[config.mk]
export PLATFORM = sky130hd
export DESIGN_NAME = rsc_top
export DESIGN_NICKNAME = d
export VERILOG_FILES = /design/src/rsc_top.v
export VERILOG_INCLUDE_DIRS = /design/src
export SDC_FILE = /design/constraint.sdc
export NUM_CORES = 1
export LEC_CHECK = 0
export BUFFER_PORTS_ARGS = -buffer_cell sky130_fd_sc_hd__buf_4
export CORE_UTILIZATION = 39
export DETAILED_ROUTE_END_ITERATION = 16
export PLACE_DENSITY_LB_ADDON = 0.12
export SLEW_MARGIN = 25
export SYNTH_ARGS = -nofsm -noshare
export SYNTH_HDL_FRONTEND = slang
export SYNTH_SLANG_ARGS = --single-unit
[constraint.sdc]
create_clock -name mclk -period 3.4 [get_ports mclk]
set_clock_uncertainty 0.1 [all_clocks]
set_input_delay 0 -clock mclk [delete_from_list [all_inputs] [get_ports mclk]]
set_output_delay 0 -clock mclk [all_outputs]
set_load 0.02 [all_outputs]
[src/rsc_defines.vh]
// rsc_defines.vh: offsets, field positions, resets and counts of the
// radio sequencer config block. assumes inclusion by bare name.
`ifndef RSC_DEFINES_VH
`define RSC_DEFINES_VH
`define RSC_ADDR_W          6
`define RSC_CFG_IDX         6'h17
`define RSC_CFG_ADDR        8'h5C
`define RSC_STAT_ADDR       8'h60
`define RSC_CTRL_ADDR       8'h64
`define RSC_CAL_LSB         4
`define RSC_CAL_MSB         5
`define RSC_PO_LSB          2
`define RSC_PO_MSB          3
`define RSC_SPARE_BIT       1
`define RSC_KEEP_BIT        0
`define RSC_CFG_RESET       8'h04
`define RSC_CAL_NEVER       2'h0
`define RSC_CAL_FROM_IDLE   2'h1
`define RSC_CAL_TO_IDLE     2'h2
`define RSC_CAL_EVERY4      2'h3
`define RSC_EXP_0           9'h001
`define RSC_EXP_1           9'h010
`define RSC_EXP_2           9'h040
`define RSC_EXP_3           9'h100
`define RSC_RIPPLE_MAX      6'h3F
`endif

[src/rsc_top.v]
// rsc_top.v: sequencer config register, auto-calibration decision and
// power-on ready delay. assumes an avalon-mm master on mclk and a state
// machine that reports its transitions as one-cycle pulses.
`timescale 1ns/10ps
`default_nettype none
`include "rsc_defines.vh"
// Operation
// - select 0: calibrate only on the manual calibrate strobe or a ctrl write of bit 0 at 8'h64
// - select 1: calibrate on every idle to rx, tx or synth-on transition
// - select 2: calibrate each automatic return idle; 3: every fourth
// - chip ready stays high until ripple counter expired selected times
// - delay select 0,1,2,3 gives 1,16,64,256 expiries of the counter
// - osc stable asserts together with chip ready, no gap between them
module rsc_top (
   input  wire        mclk,
   input  wire        reset,
   input  wire [7:0]  avs_address,
   input  wire        avs_read,
   input  wire        avs_write,
   input  wire [31:0] avs_writedata,
   input  wire [3:0]  avs_byteenable,
   output reg  [31:0] avs_readdata,
   output reg         avs_waitrequest,
   output reg         avs_response_err,
   input  wire        calibrate_strobe,
   input  wire        idle_to_active,
   input  wire        auto_to_idle,
   input  wire        osc_settled,
   input  wire        in_sleep,
   output reg         synth_cal_start,
   output reg         osc_run,
   output reg         chip_ready_n,
   output reg         osc_stable
);
   localparam ST_WAIT  = 3'b001;
   localparam ST_COUNT = 3'b010;
   localparam ST_READY = 3'b100;

   reg  [7:0] cfg_q;
   reg  [7:0] cfg_d;
   reg  [1:0] ret_cnt_q;
   reg  [1:0] ret_cnt_d;
   reg        cal_d;
   reg  [2:0] st_q;
   reg  [2:0] st_d;
   reg  [5:0] rip_q;
   reg  [5:0] rip_d;
   reg  [8:0] exp_q;
   reg  [8:0] exp_d;
   reg        acc_q;
   reg  [31:0] rd_d;
   reg        err_d;
   wire       hit_cfg;
   wire       hit_stat;
   wire       hit_ctrl;
   wire [1:0] cal_sel;
   wire       take_w;


   function [8:0] rsc_expiries;
      input [1:0] sel;
      begin
         case (sel)
            2'h0:    rsc_expiries = `RSC_EXP_0;
            2'h1:    rsc_expiries = `RSC_EXP_1;
            2'h2:    rsc_expiries = `RSC_EXP_2;
            default: rsc_expiries = `RSC_EXP_3;
         endcase
      end
   endfunction

   // address decode shared by the three register slots
   function rsc_hit;
      input [7:0] addr;
      input [7:0] slot;
      begin
         rsc_hit = (addr == slot);
      end
   endfunction

   // select 3 pace: the fourth return of each group calibrates
   function rsc_fourth_return;
      input [1:0] cnt;
      begin
         rsc_fourth_return = (cnt == 2'h3);
      end
   endfunction

   // bits 7:6 forced low so reads of 7:6 stay zero; spare bit 1 stays writable
   function [7:0] rsc_cfg_merge;
      input [7:0]  old;
      input [31:0] wdata;
      input        lane;
      begin
         if (lane)
            rsc_cfg_merge = {2'b00, wdata[5:0]};
         else
            rsc_cfg_merge = old;
      end
   endfunction

   // status word: ready flags and the select 3 return count
   function [31:0] rsc_status_word;
      input       rdy_n;
      input       stable;
      input [1:0] cnt;
      begin
         rsc_status_word      = 32'h0000_0000;
         rsc_status_word[0]   = rdy_n;
         rsc_status_word[1]   = stable;
         rsc_status_word[3:2] = cnt;
      end
   endfunction

   // ready once the expiry count reaches the selected target
   function rsc_target_hit;
      input [8:0] cnt;
      input [1:0] sel;
      begin
         rsc_target_hit = (cnt == rsc_expiries(sel));
      end
   endfunction

   // oscillator stops only in sleep without the keep bit
   function rsc_osc_on;
      input sleeping;
      input keep;
      begin
         rsc_osc_on = !sleeping || keep;
      end
   endfunction

   assign hit_cfg  = rsc_hit(avs_address, `RSC_CFG_ADDR);
   assign hit_stat = rsc_hit(avs_address, `RSC_STAT_ADDR);
   assign hit_ctrl = rsc_hit(avs_address, `RSC_CTRL_ADDR);
   assign cal_sel  = cfg_q[`RSC_CAL_MSB:`RSC_CAL_LSB];
   // an access is taken only when none is in flight
   assign take_w   = (avs_read || avs_write) && !acc_q;


   // one wait cycle per access: accepted on the second edge
   always @* begin
      cfg_d = cfg_q;
      rd_d  = 32'h0000_0000;
      err_d = 1'b0;
      if ((avs_read || avs_write) && !acc_q) begin
         if (hit_cfg) begin
            rd_d[7:0] = cfg_q;
            cfg_d = rsc_cfg_merge(cfg_q, avs_writedata,
                                  avs_write && avs_byteenable[0]);
         end else if (hit_stat) begin
            rd_d = rsc_status_word(chip_ready_n, osc_stable, ret_cnt_q);
         end else if (!hit_ctrl) begin
            err_d = 1'b1;
         end
      end
   end

   // idle exits calibrate under select 1
   // returns calibrate under 2, every fourth under 3
   always @* begin
      ret_cnt_d = ret_cnt_q;
      cal_d = calibrate_strobe;
      if ((avs_write && !acc_q && hit_ctrl && avs_byteenable[0]
          && avs_writedata[0]))
         cal_d = 1'b1;
      if (idle_to_active && cal_sel == `RSC_CAL_FROM_IDLE)
         cal_d = 1'b1;
      if (auto_to_idle && cal_sel == `RSC_CAL_TO_IDLE)
         cal_d = 1'b1;
      if (auto_to_idle && cal_sel == `RSC_CAL_EVERY4) begin
         ret_cnt_d = ret_cnt_q + 2'h1;
         if (rsc_fourth_return(ret_cnt_q))
            cal_d = 1'b1;
      end
   end

   always @* begin
      st_d  = st_q;
      rip_d = rip_q;
      exp_d = exp_q;
      case (st_q)
         ST_WAIT: begin
            rip_d = 6'h00;
            exp_d = 9'h000;
            if (osc_settled)
               st_d = ST_COUNT;
         end
         ST_COUNT: begin
            rip_d = rip_q + 6'h01;
            if (rip_q == `RSC_RIPPLE_MAX) begin
               exp_d = exp_q + 9'h001;
               if (rsc_target_hit(exp_q + 9'h001,
                                  cfg_q[`RSC_PO_MSB:`RSC_PO_LSB]))
                  st_d = ST_READY;
            end
            if (!osc_settled)
               st_d = ST_WAIT;
         end
         ST_READY: begin
            if (!osc_settled)
               st_d = ST_WAIT;
         end
         default: st_d = ST_WAIT;
      endcase
   end

   // bus side: config word and the answer registers
   always @(posedge mclk) begin
      if (reset) begin
         cfg_q            <= `RSC_CFG_RESET;
         acc_q            <= 1'b0;
         avs_readdata     <= 32'h0000_0000;
         avs_waitrequest  <= 1'b1;
         avs_response_err <= 1'b0;
      end else begin
         cfg_q           <= cfg_d;
         acc_q           <= take_w;
         avs_waitrequest <= !take_w;
         if (take_w) begin
            avs_readdata     <= rd_d;
            avs_response_err <= err_d;
         end
      end
   end

   // calibration pulse and the select 3 return counter
   always @(posedge mclk) begin
      if (reset) begin
         ret_cnt_q       <= 2'h0;
         synth_cal_start <= 1'b0;
      end else begin
         ret_cnt_q       <= ret_cnt_d;
         synth_cal_start <= cal_d;
      end
   end

   // ready delay counters; flags follow the next state, no lag between
   always @(posedge mclk) begin
      if (reset) begin
         st_q         <= ST_WAIT;
         rip_q        <= 6'h00;
         exp_q        <= 9'h000;
         chip_ready_n <= 1'b1;
         osc_stable   <= 1'b0;
      end else begin
         st_q         <= st_d;
         rip_q        <= rip_d;
         exp_q        <= exp_d;
         chip_ready_n <= (st_d != ST_READY);
         osc_stable   <= (st_d == ST_READY);
      end
   end

   // oscillator run request, one cycle behind sleep and keep bit
   always @(posedge mclk) begin
      if (reset) begin
         osc_run <= 1'b1;
      end else begin
         osc_run <= rsc_osc_on(in_sleep, cfg_q[`RSC_KEEP_BIT]);
      end
   end
endmodule
`default_nettype wire

# [Yosys cells after proc, flatten, opt, wreduce, memory -nomap -nowiden]
# Cells that the tools add are included.
[totals] reg_bits=65 in_bits=53 output_inout_bits=38 word_cells=74
[op_classes] add_sub_neg=3 eq_ne=17 muxes=23 n_reduce_logical=18
[op_table] op="9-bit two-way mux" count=3
[op_table] op="9-bit case mux with 3 select lines" count=1
[op_table] op="8-bit by 7-bit == test with 1-bit output (second input constant)" count=3
[op_table] op="24-bit two-way mux" count=1
[op_table] op="9-bit case mux with 2 select lines" count=1
[op_table] op="3-bit two-way mux" count=5
[op_table] op="6-bit case mux with 2 select lines" count=1
[op_table] op="9-bit by 1-bit adder with 9-bit output (second input constant)" count=1
[op_table] op="9-bit == test" count=1
[op_table] op="1-bit logical AND" count=9
[op_table] op="3-bit case mux with 3 select lines" count=1
[op_table] op="2-bit == test (second input constant)" count=4
[op_table] op="1-bit two-way mux" count=8
[op_table] op="6-bit by 1-bit adder with 6-bit output (second input constant)" count=1
[op_table] op="3-bit == test (second input constant)" count=2
[op_table] op="6-bit == test (second input constant)" count=1
[op_table] op="6-bit two-way mux" count=1
[op_table] op="2-bit by 1-bit == test with 1-bit output (second input constant)" count=2
[op_table] op="4-bit two-way mux" count=1
[op_table] op="3-bit by 1-bit == test with 1-bit output (second input constant)" count=1
[op_table] op="3-bit by 2-bit == test with 1-bit output (second input constant)" count=1
[op_table] op="1-bit logical NOT" count=3
[op_table] op="3-bit inequality test (second input constant)" count=1
[op_table] op="3-bit AND reduction" count=1
[op_table] op="other kinds (6)" count=7

# [Logic depth before layout (Yosys ltp)]
[logic_depth] depth_word=10 depth_mapped=8 depth_no_buf=6

# [Least setup slack after synthesis]
# OpenSTA, ideal clock, no wires.
[synth_path] path_type="register -> register" from="register st_q[2]" to="register exp_q[8]" setup_time_ns=0.128 t_arrival_ns=1.763 required_time_ns=3.172 slack_ns=1.409 stages_incl_launch_ff=9 path_buffers=3 period_less_slack_ns=1.991 cell_sequence="dfxtp_1 -> buf_6 -> or3b_4 -> or3_4 -> buf_6 -> and2_4 -> buf_6 -> a21oi_1 -> a211oi_1"
[synth_via] elab_chain_len=3 elab_cells_between_ends=6 classes_between="eq/ne (3); mux (1); reduce/logical (2)"
[synth_lines] element="from (decl)" line="rsc_top.v:44" source="reg [2:0] st_q;"
[synth_lines] element="from (signal assigned)" line="rsc_top.v:247" source="st_q <= st_d;"
[synth_lines] element="3-bit by 2-bit == test with 1-bit output or 3-bit by 1-bit == test with 1-bit output (tied branches)"
[synth_lines] element="2-bit inequality test (no line) or 2-bit nonzero test (tied branches)"
[synth_lines] element="2-bit AND reduction (no line)"
[synth_lines] element="to (signal assigned)" line="rsc_top.v:249" source="exp_q <= exp_d;"
[synth_lines] element="to (decl)" line="rsc_top.v:48" source="reg [8:0] exp_q;"
# Parallel ways exist; a longest one is shown, timed or not.
# A chain may end at the register's enable or synchronous reset.

# [Final worst setup path]
[layout_path] from="register st_q[1]" to="register exp_q[3]"
# The elaborated chain is that of the path after synthesis.

==> summary.md <==
Once detail routing completed, the nets flagged for antenna violations numbered 0. The average footprint of a synthesized cell works out to 8.32 sq um. The setup-violating endpoint count in the final report is 0.

VDD sags by at most 0.000237 V. The number of antenna diodes in the final layout is 0. Leaving out filler cells and counting taps, the final layout contains 377.

The signal on the critical path passes through or3b_4, nor3_1, a21oi_1, a211oi_1. For met2 alone, demand over resource in global routing was 27.2%. At the pin with the least slew margin, the transition time is 0.866 ns. TritonCTS built the clock tree.

The count of buffers from port buffering is 35. Clock-pin slew was measured on the worst setup and hold paths at 0.08 ns. Summing the areas of all compound-gate instances in the mapped netlist gives 15.9% of the synthesized area. After synthesis, the largest area contributor takes up 36.2% of total cell area. The logs give 0 for the number of hold-slack violations in the final timing report and 39 for the clock net sink count.

The launch instance of the worst min-delay path was osc_settled. The initial standard-cell utilization of the core came out at 41.4%. The run finished with clean final reports. STA puts the critical path data arrival time at 2.42 ns. The finished cells cover 2630 sq um. The wire-length estimate of the detail-placed layout is 3230 um. The number of search-and-repair iterations in the first detailed-routing pass was 4; the number of cells on the critical path was 4. The worst setup path is launched from a flop. The most critical setup path has its startpoint at st_q[1].

The share of the Yosys chip area taken by registers is 36.2%. Once placement finished, the instance area stood at 2310 sq um. The share of the cycle needed by the critical path after routing works out to 68.2%. The tools report the setup slack of the critical path after layout as 1.08 ns. The synthesized design contains 0 enable-type register cells.

Cell at the root of the clock tree: sky130_fd_sc_hd__clkbuf_8. The tools report the area of the die as 5830 sq um. Timing would allow up to 0.431 GHz. Buffers added to address setup during post-CTS repair amount to 0. Along the worst path, the maximum fanout reaches 12.

Summing the areas of all and, or, nand and nor instances in the mapped netlist gives 24.0% of the synthesized area. The Yosys step of the flow raised 0 warnings. The commonest cells after synthesis are sky130_fd_sc_hd__dfxtp_1, sky130_fd_sc_hd__nor2_1, sky130_fd_sc_hd__buf_4. STA classifies the critical path endpoint as a flop. The most used flip-flop cell after synthesis is sky130_fd_sc_hd__dfxtp_1. The number of antenna violations at the first check in global routing is 0, and the maximum number of pins on one net before global-route repair is 30.

Data on the critical path is required at its endpoint by 3.50 ns. The class of the most critical hold timing path was input pin to flop. Prior to clock tree synthesis, the placed netlist has a worst setup slack of 1.07 ns. After technology mapping, the gate count stands at 259. By area the synthesized netlist is led by sky130_fd_sc_hd__dfxtp_1, sky130_fd_sc_hd__buf_4, sky130_fd_sc_hd__nor2_1.

Global routing used 16.1% of the available tracks. After detailed routing, the number of remaining DRC violations is 0. Measured along the x axis, the die boundary spans 76.3 um.

During I/O placement, the number of pins put on the boundary was 91. Measured in cells, the most critical reg-to-reg path has a length of 4. Dividing total power by cell area gives a power density of 392 nW/um^2. At the end of routability-driven placement, the weighted congestion stood at 0.775. The height of the die is 76.3 um.

The post-synthesis adder-cell area fraction was 1.74%; the count of placed standard cells including taps was 350. The clock passes through at most 2 buffers. Of all cell types, the one taking the most synthesized area is sky130_fd_sc_hd__dfxtp_1.

On the worst path, the slowest cell contributes a delay of 0.73 ns. The clock tree synthesis step divided the H-tree into 2 levels. After floorplanning, the core was divided into 26 placement rows. The first global-routing pass estimated 7710 um of wire. Adding up every negative setup slack in the final design gives 0 ns. The share of post-route cells with drive strength above 1 was 16.0%; the number of design-rule violations left by the first detailed-router iteration was 62.

The register bit total from synthesis was 39; the hold-critical path depth was 3. The wire length after detailed routing is 4470 um, and the clock latency of the later-clocked register in the worst-skew pair is 0.29 ns. The final layout contains 362 nets. The xor-xnor portion of the synthesized cell area was 4.47%; the final critical delay including setup and external delays was 2.32 ns. The global-route congestion overflow total came out at 0. Number of global-route vias before repair: 1679.

The combined buffer and inverter count along the critical path was 0. The startpoint identified for the worst register-to-register timing path is st_q[1]. Dividing the detail-routed wire length by the instance count gives 11.9 um. The core region is 5200 sq um. The number of CTS-inserted buffers is 5, and the number of max-slew violations in the final report is 0. After synthesis, the share of flip-flops with an asynchronous set or reset is 0%.

For this design, the slowest cell found on the critical path is sky130_fd_sc_hd__nor3_1. Grouping stages by cell kind, the critical path spends the most delay in simple AND/OR/NAND/NOR gates. Summed over all cells, the static leakage comes to 1.05 nW.

In this run the cell area of the synthesized design comes to 2150 sq um. In the global route stage, met3 resource usage came out at 4.55%. Headroom to the max-slew limit came out at 41.8%. The number of maximum-capacitance constraint violations was 0. In the routed layout, each cell is associated on average with a via count of 4.81.

Relative to the synthesized area, the layout overhead comes to 22.1%. Setup repair after global routing left no endpoint under its margin. The portion of synthesized area spent on multiplexers is 3.25%. The critical path in this run is classified as flop to flop.

For this run, global-route usage on met1 was measured as 20.3%. The most common cell in the synthesized netlist is sky130_fd_sc_hd__dfxtp_1. For this block, the via count after detailed routing is 1815. The combinational family with the most area after synthesis was simple AND/OR/NAND/NOR gates. For the count of different cell masters after synthesis, the log shows 46. The layer with the highest usage was met2.
[what timing repair did]
| item | 4_1_cts | 5_1_grt |
|---|---|---|
| endpoints found under the hold margin | 16 | 0 |
| hold buffers | 19 | 0 |
| gates resized for setup | 0 | 0 |
[metal layers]
| layer | up-vias | part of all wire (%) |
|---|---|---|
| met5 | - | 0 |
| li1 | 943 | - |
| met4 | 0 | 0.18 |
| met2 | 50 | 47 |
| met3 | 3 | 5.5 |
| met1 | 819 | 47 |
[state kept, by name, indices dropped and copies added, names as in the netlist]
signal,cells
osc_stable,1
avs_waitrequest,1
synth_cal_start,1
cfg_q,6
avs_response_err,1
exp_q,9
chip_ready_n,1
rip_q,6
acc_q,1
st_q,3
ret_cnt_q,2
osc_run,1
avs_readdata,6
[cell type report]
type | count | area (sq um)
clock buffer | 6 | 72.6
clock inverter | 2 | 60.1
fill | 520 | 2570
inverter | 4 | 15.0
multi-input combinational | 202 | 1160
sequential | 39 | 781
tap | 70 | 87.6
timing repair buffer | 54 | 453
[power by group]
group	total, W	internal [W]	switching (W)
logic	0.000103	0.0000428	0.0000605
clock network	0.000457	0.000293	0.000164
registers	0.000469	0.000462	0.00000685
[final timing paths]
check	end	slack, ns
worst max-delay path	exp_q[3]	1.08
worst min-delay path	st_q[0]	0.01
worst max register to register	exp_q[3]	1.08
worst min register to register	avs_readdata[1]	0.37
[cells by family after synthesis]
kind of cell,Yosys count
AO/OA/AOI/OAI,57
XOR/XNOR,11
adder cells (fa/ha/maj),3
buffers and inverters,43
flip-flops,39
multiplexers,7
other,1
AND/OR/NAND/NOR,98
[through the flow]
stage          total power [W]  util [%]  hold slack [ns]
5_1_grt                0.00108      50.5           0.0122
3_3_place_gp          0.000570      44.3            0.112
2_1_floorplan         0.000562         -           0.0178
4_1_cts                0.00104      50.5           0.0174
6_report               0.00103      50.5           0.0146
3_5_place_dp          0.000570      44.3            0.114
[layout by cell type (no fill, tap or decap), types with 2 or more instances in the layout]
cell type / instances
sky130_fd_sc_hd__ha_1: 3
sky130_fd_sc_hd__bufinv_16: 2
sky130_fd_sc_hd__a22o_1: 2
sky130_fd_sc_hd__a31oi_1: 2
sky130_fd_sc_hd__a211oi_1: 2
sky130_fd_sc_hd__nand3b_1: 3
sky130_fd_sc_hd__xnor2_1: 7
sky130_fd_sc_hd__dfxtp_1: 39
sky130_fd_sc_hd__nor4_1: 2
sky130_fd_sc_hd__nor2_1: 29
sky130_fd_sc_hd__mux2i_1: 7
sky130_fd_sc_hd__dlygate4sd3_1: 19
sky130_fd_sc_hd__nor3b_1: 2
sky130_fd_sc_hd__nand3_1: 9
sky130_fd_sc_hd__and2_1: 3
sky130_fd_sc_hd__nand4_1: 5
sky130_fd_sc_hd__o211ai_1: 2
sky130_fd_sc_hd__xor2_1: 4
sky130_fd_sc_hd__a32o_1: 2
sky130_fd_sc_hd__conb_1: 26
sky130_fd_sc_hd__and4b_1: 2
sky130_fd_sc_hd__nand2_1: 22
sky130_fd_sc_hd__clkbuf_8: 5
sky130_fd_sc_hd__or3_1: 4
sky130_fd_sc_hd__o21ai_0: 13
sky130_fd_sc_hd__nor2b_1: 4
sky130_fd_sc_hd__nor3_1: 2
sky130_fd_sc_hd__buf_4: 35
sky130_fd_sc_hd__a21oi_1: 20
sky130_fd_sc_hd__o21ai_1: 5
sky130_fd_sc_hd__inv_1: 4
sky130_fd_sc_hd__a22oi_1: 6
[worst min-delay path, delay by kind of cell]
family | cells | cell delay (ns)
and+or+nand+nor | 1 | 0.17
AOI/OAI and AO/OA | 1 | 0.09
buffers and inverters | 1 | 0.11
No activity file was read; power rests on OpenSTA's default activity.
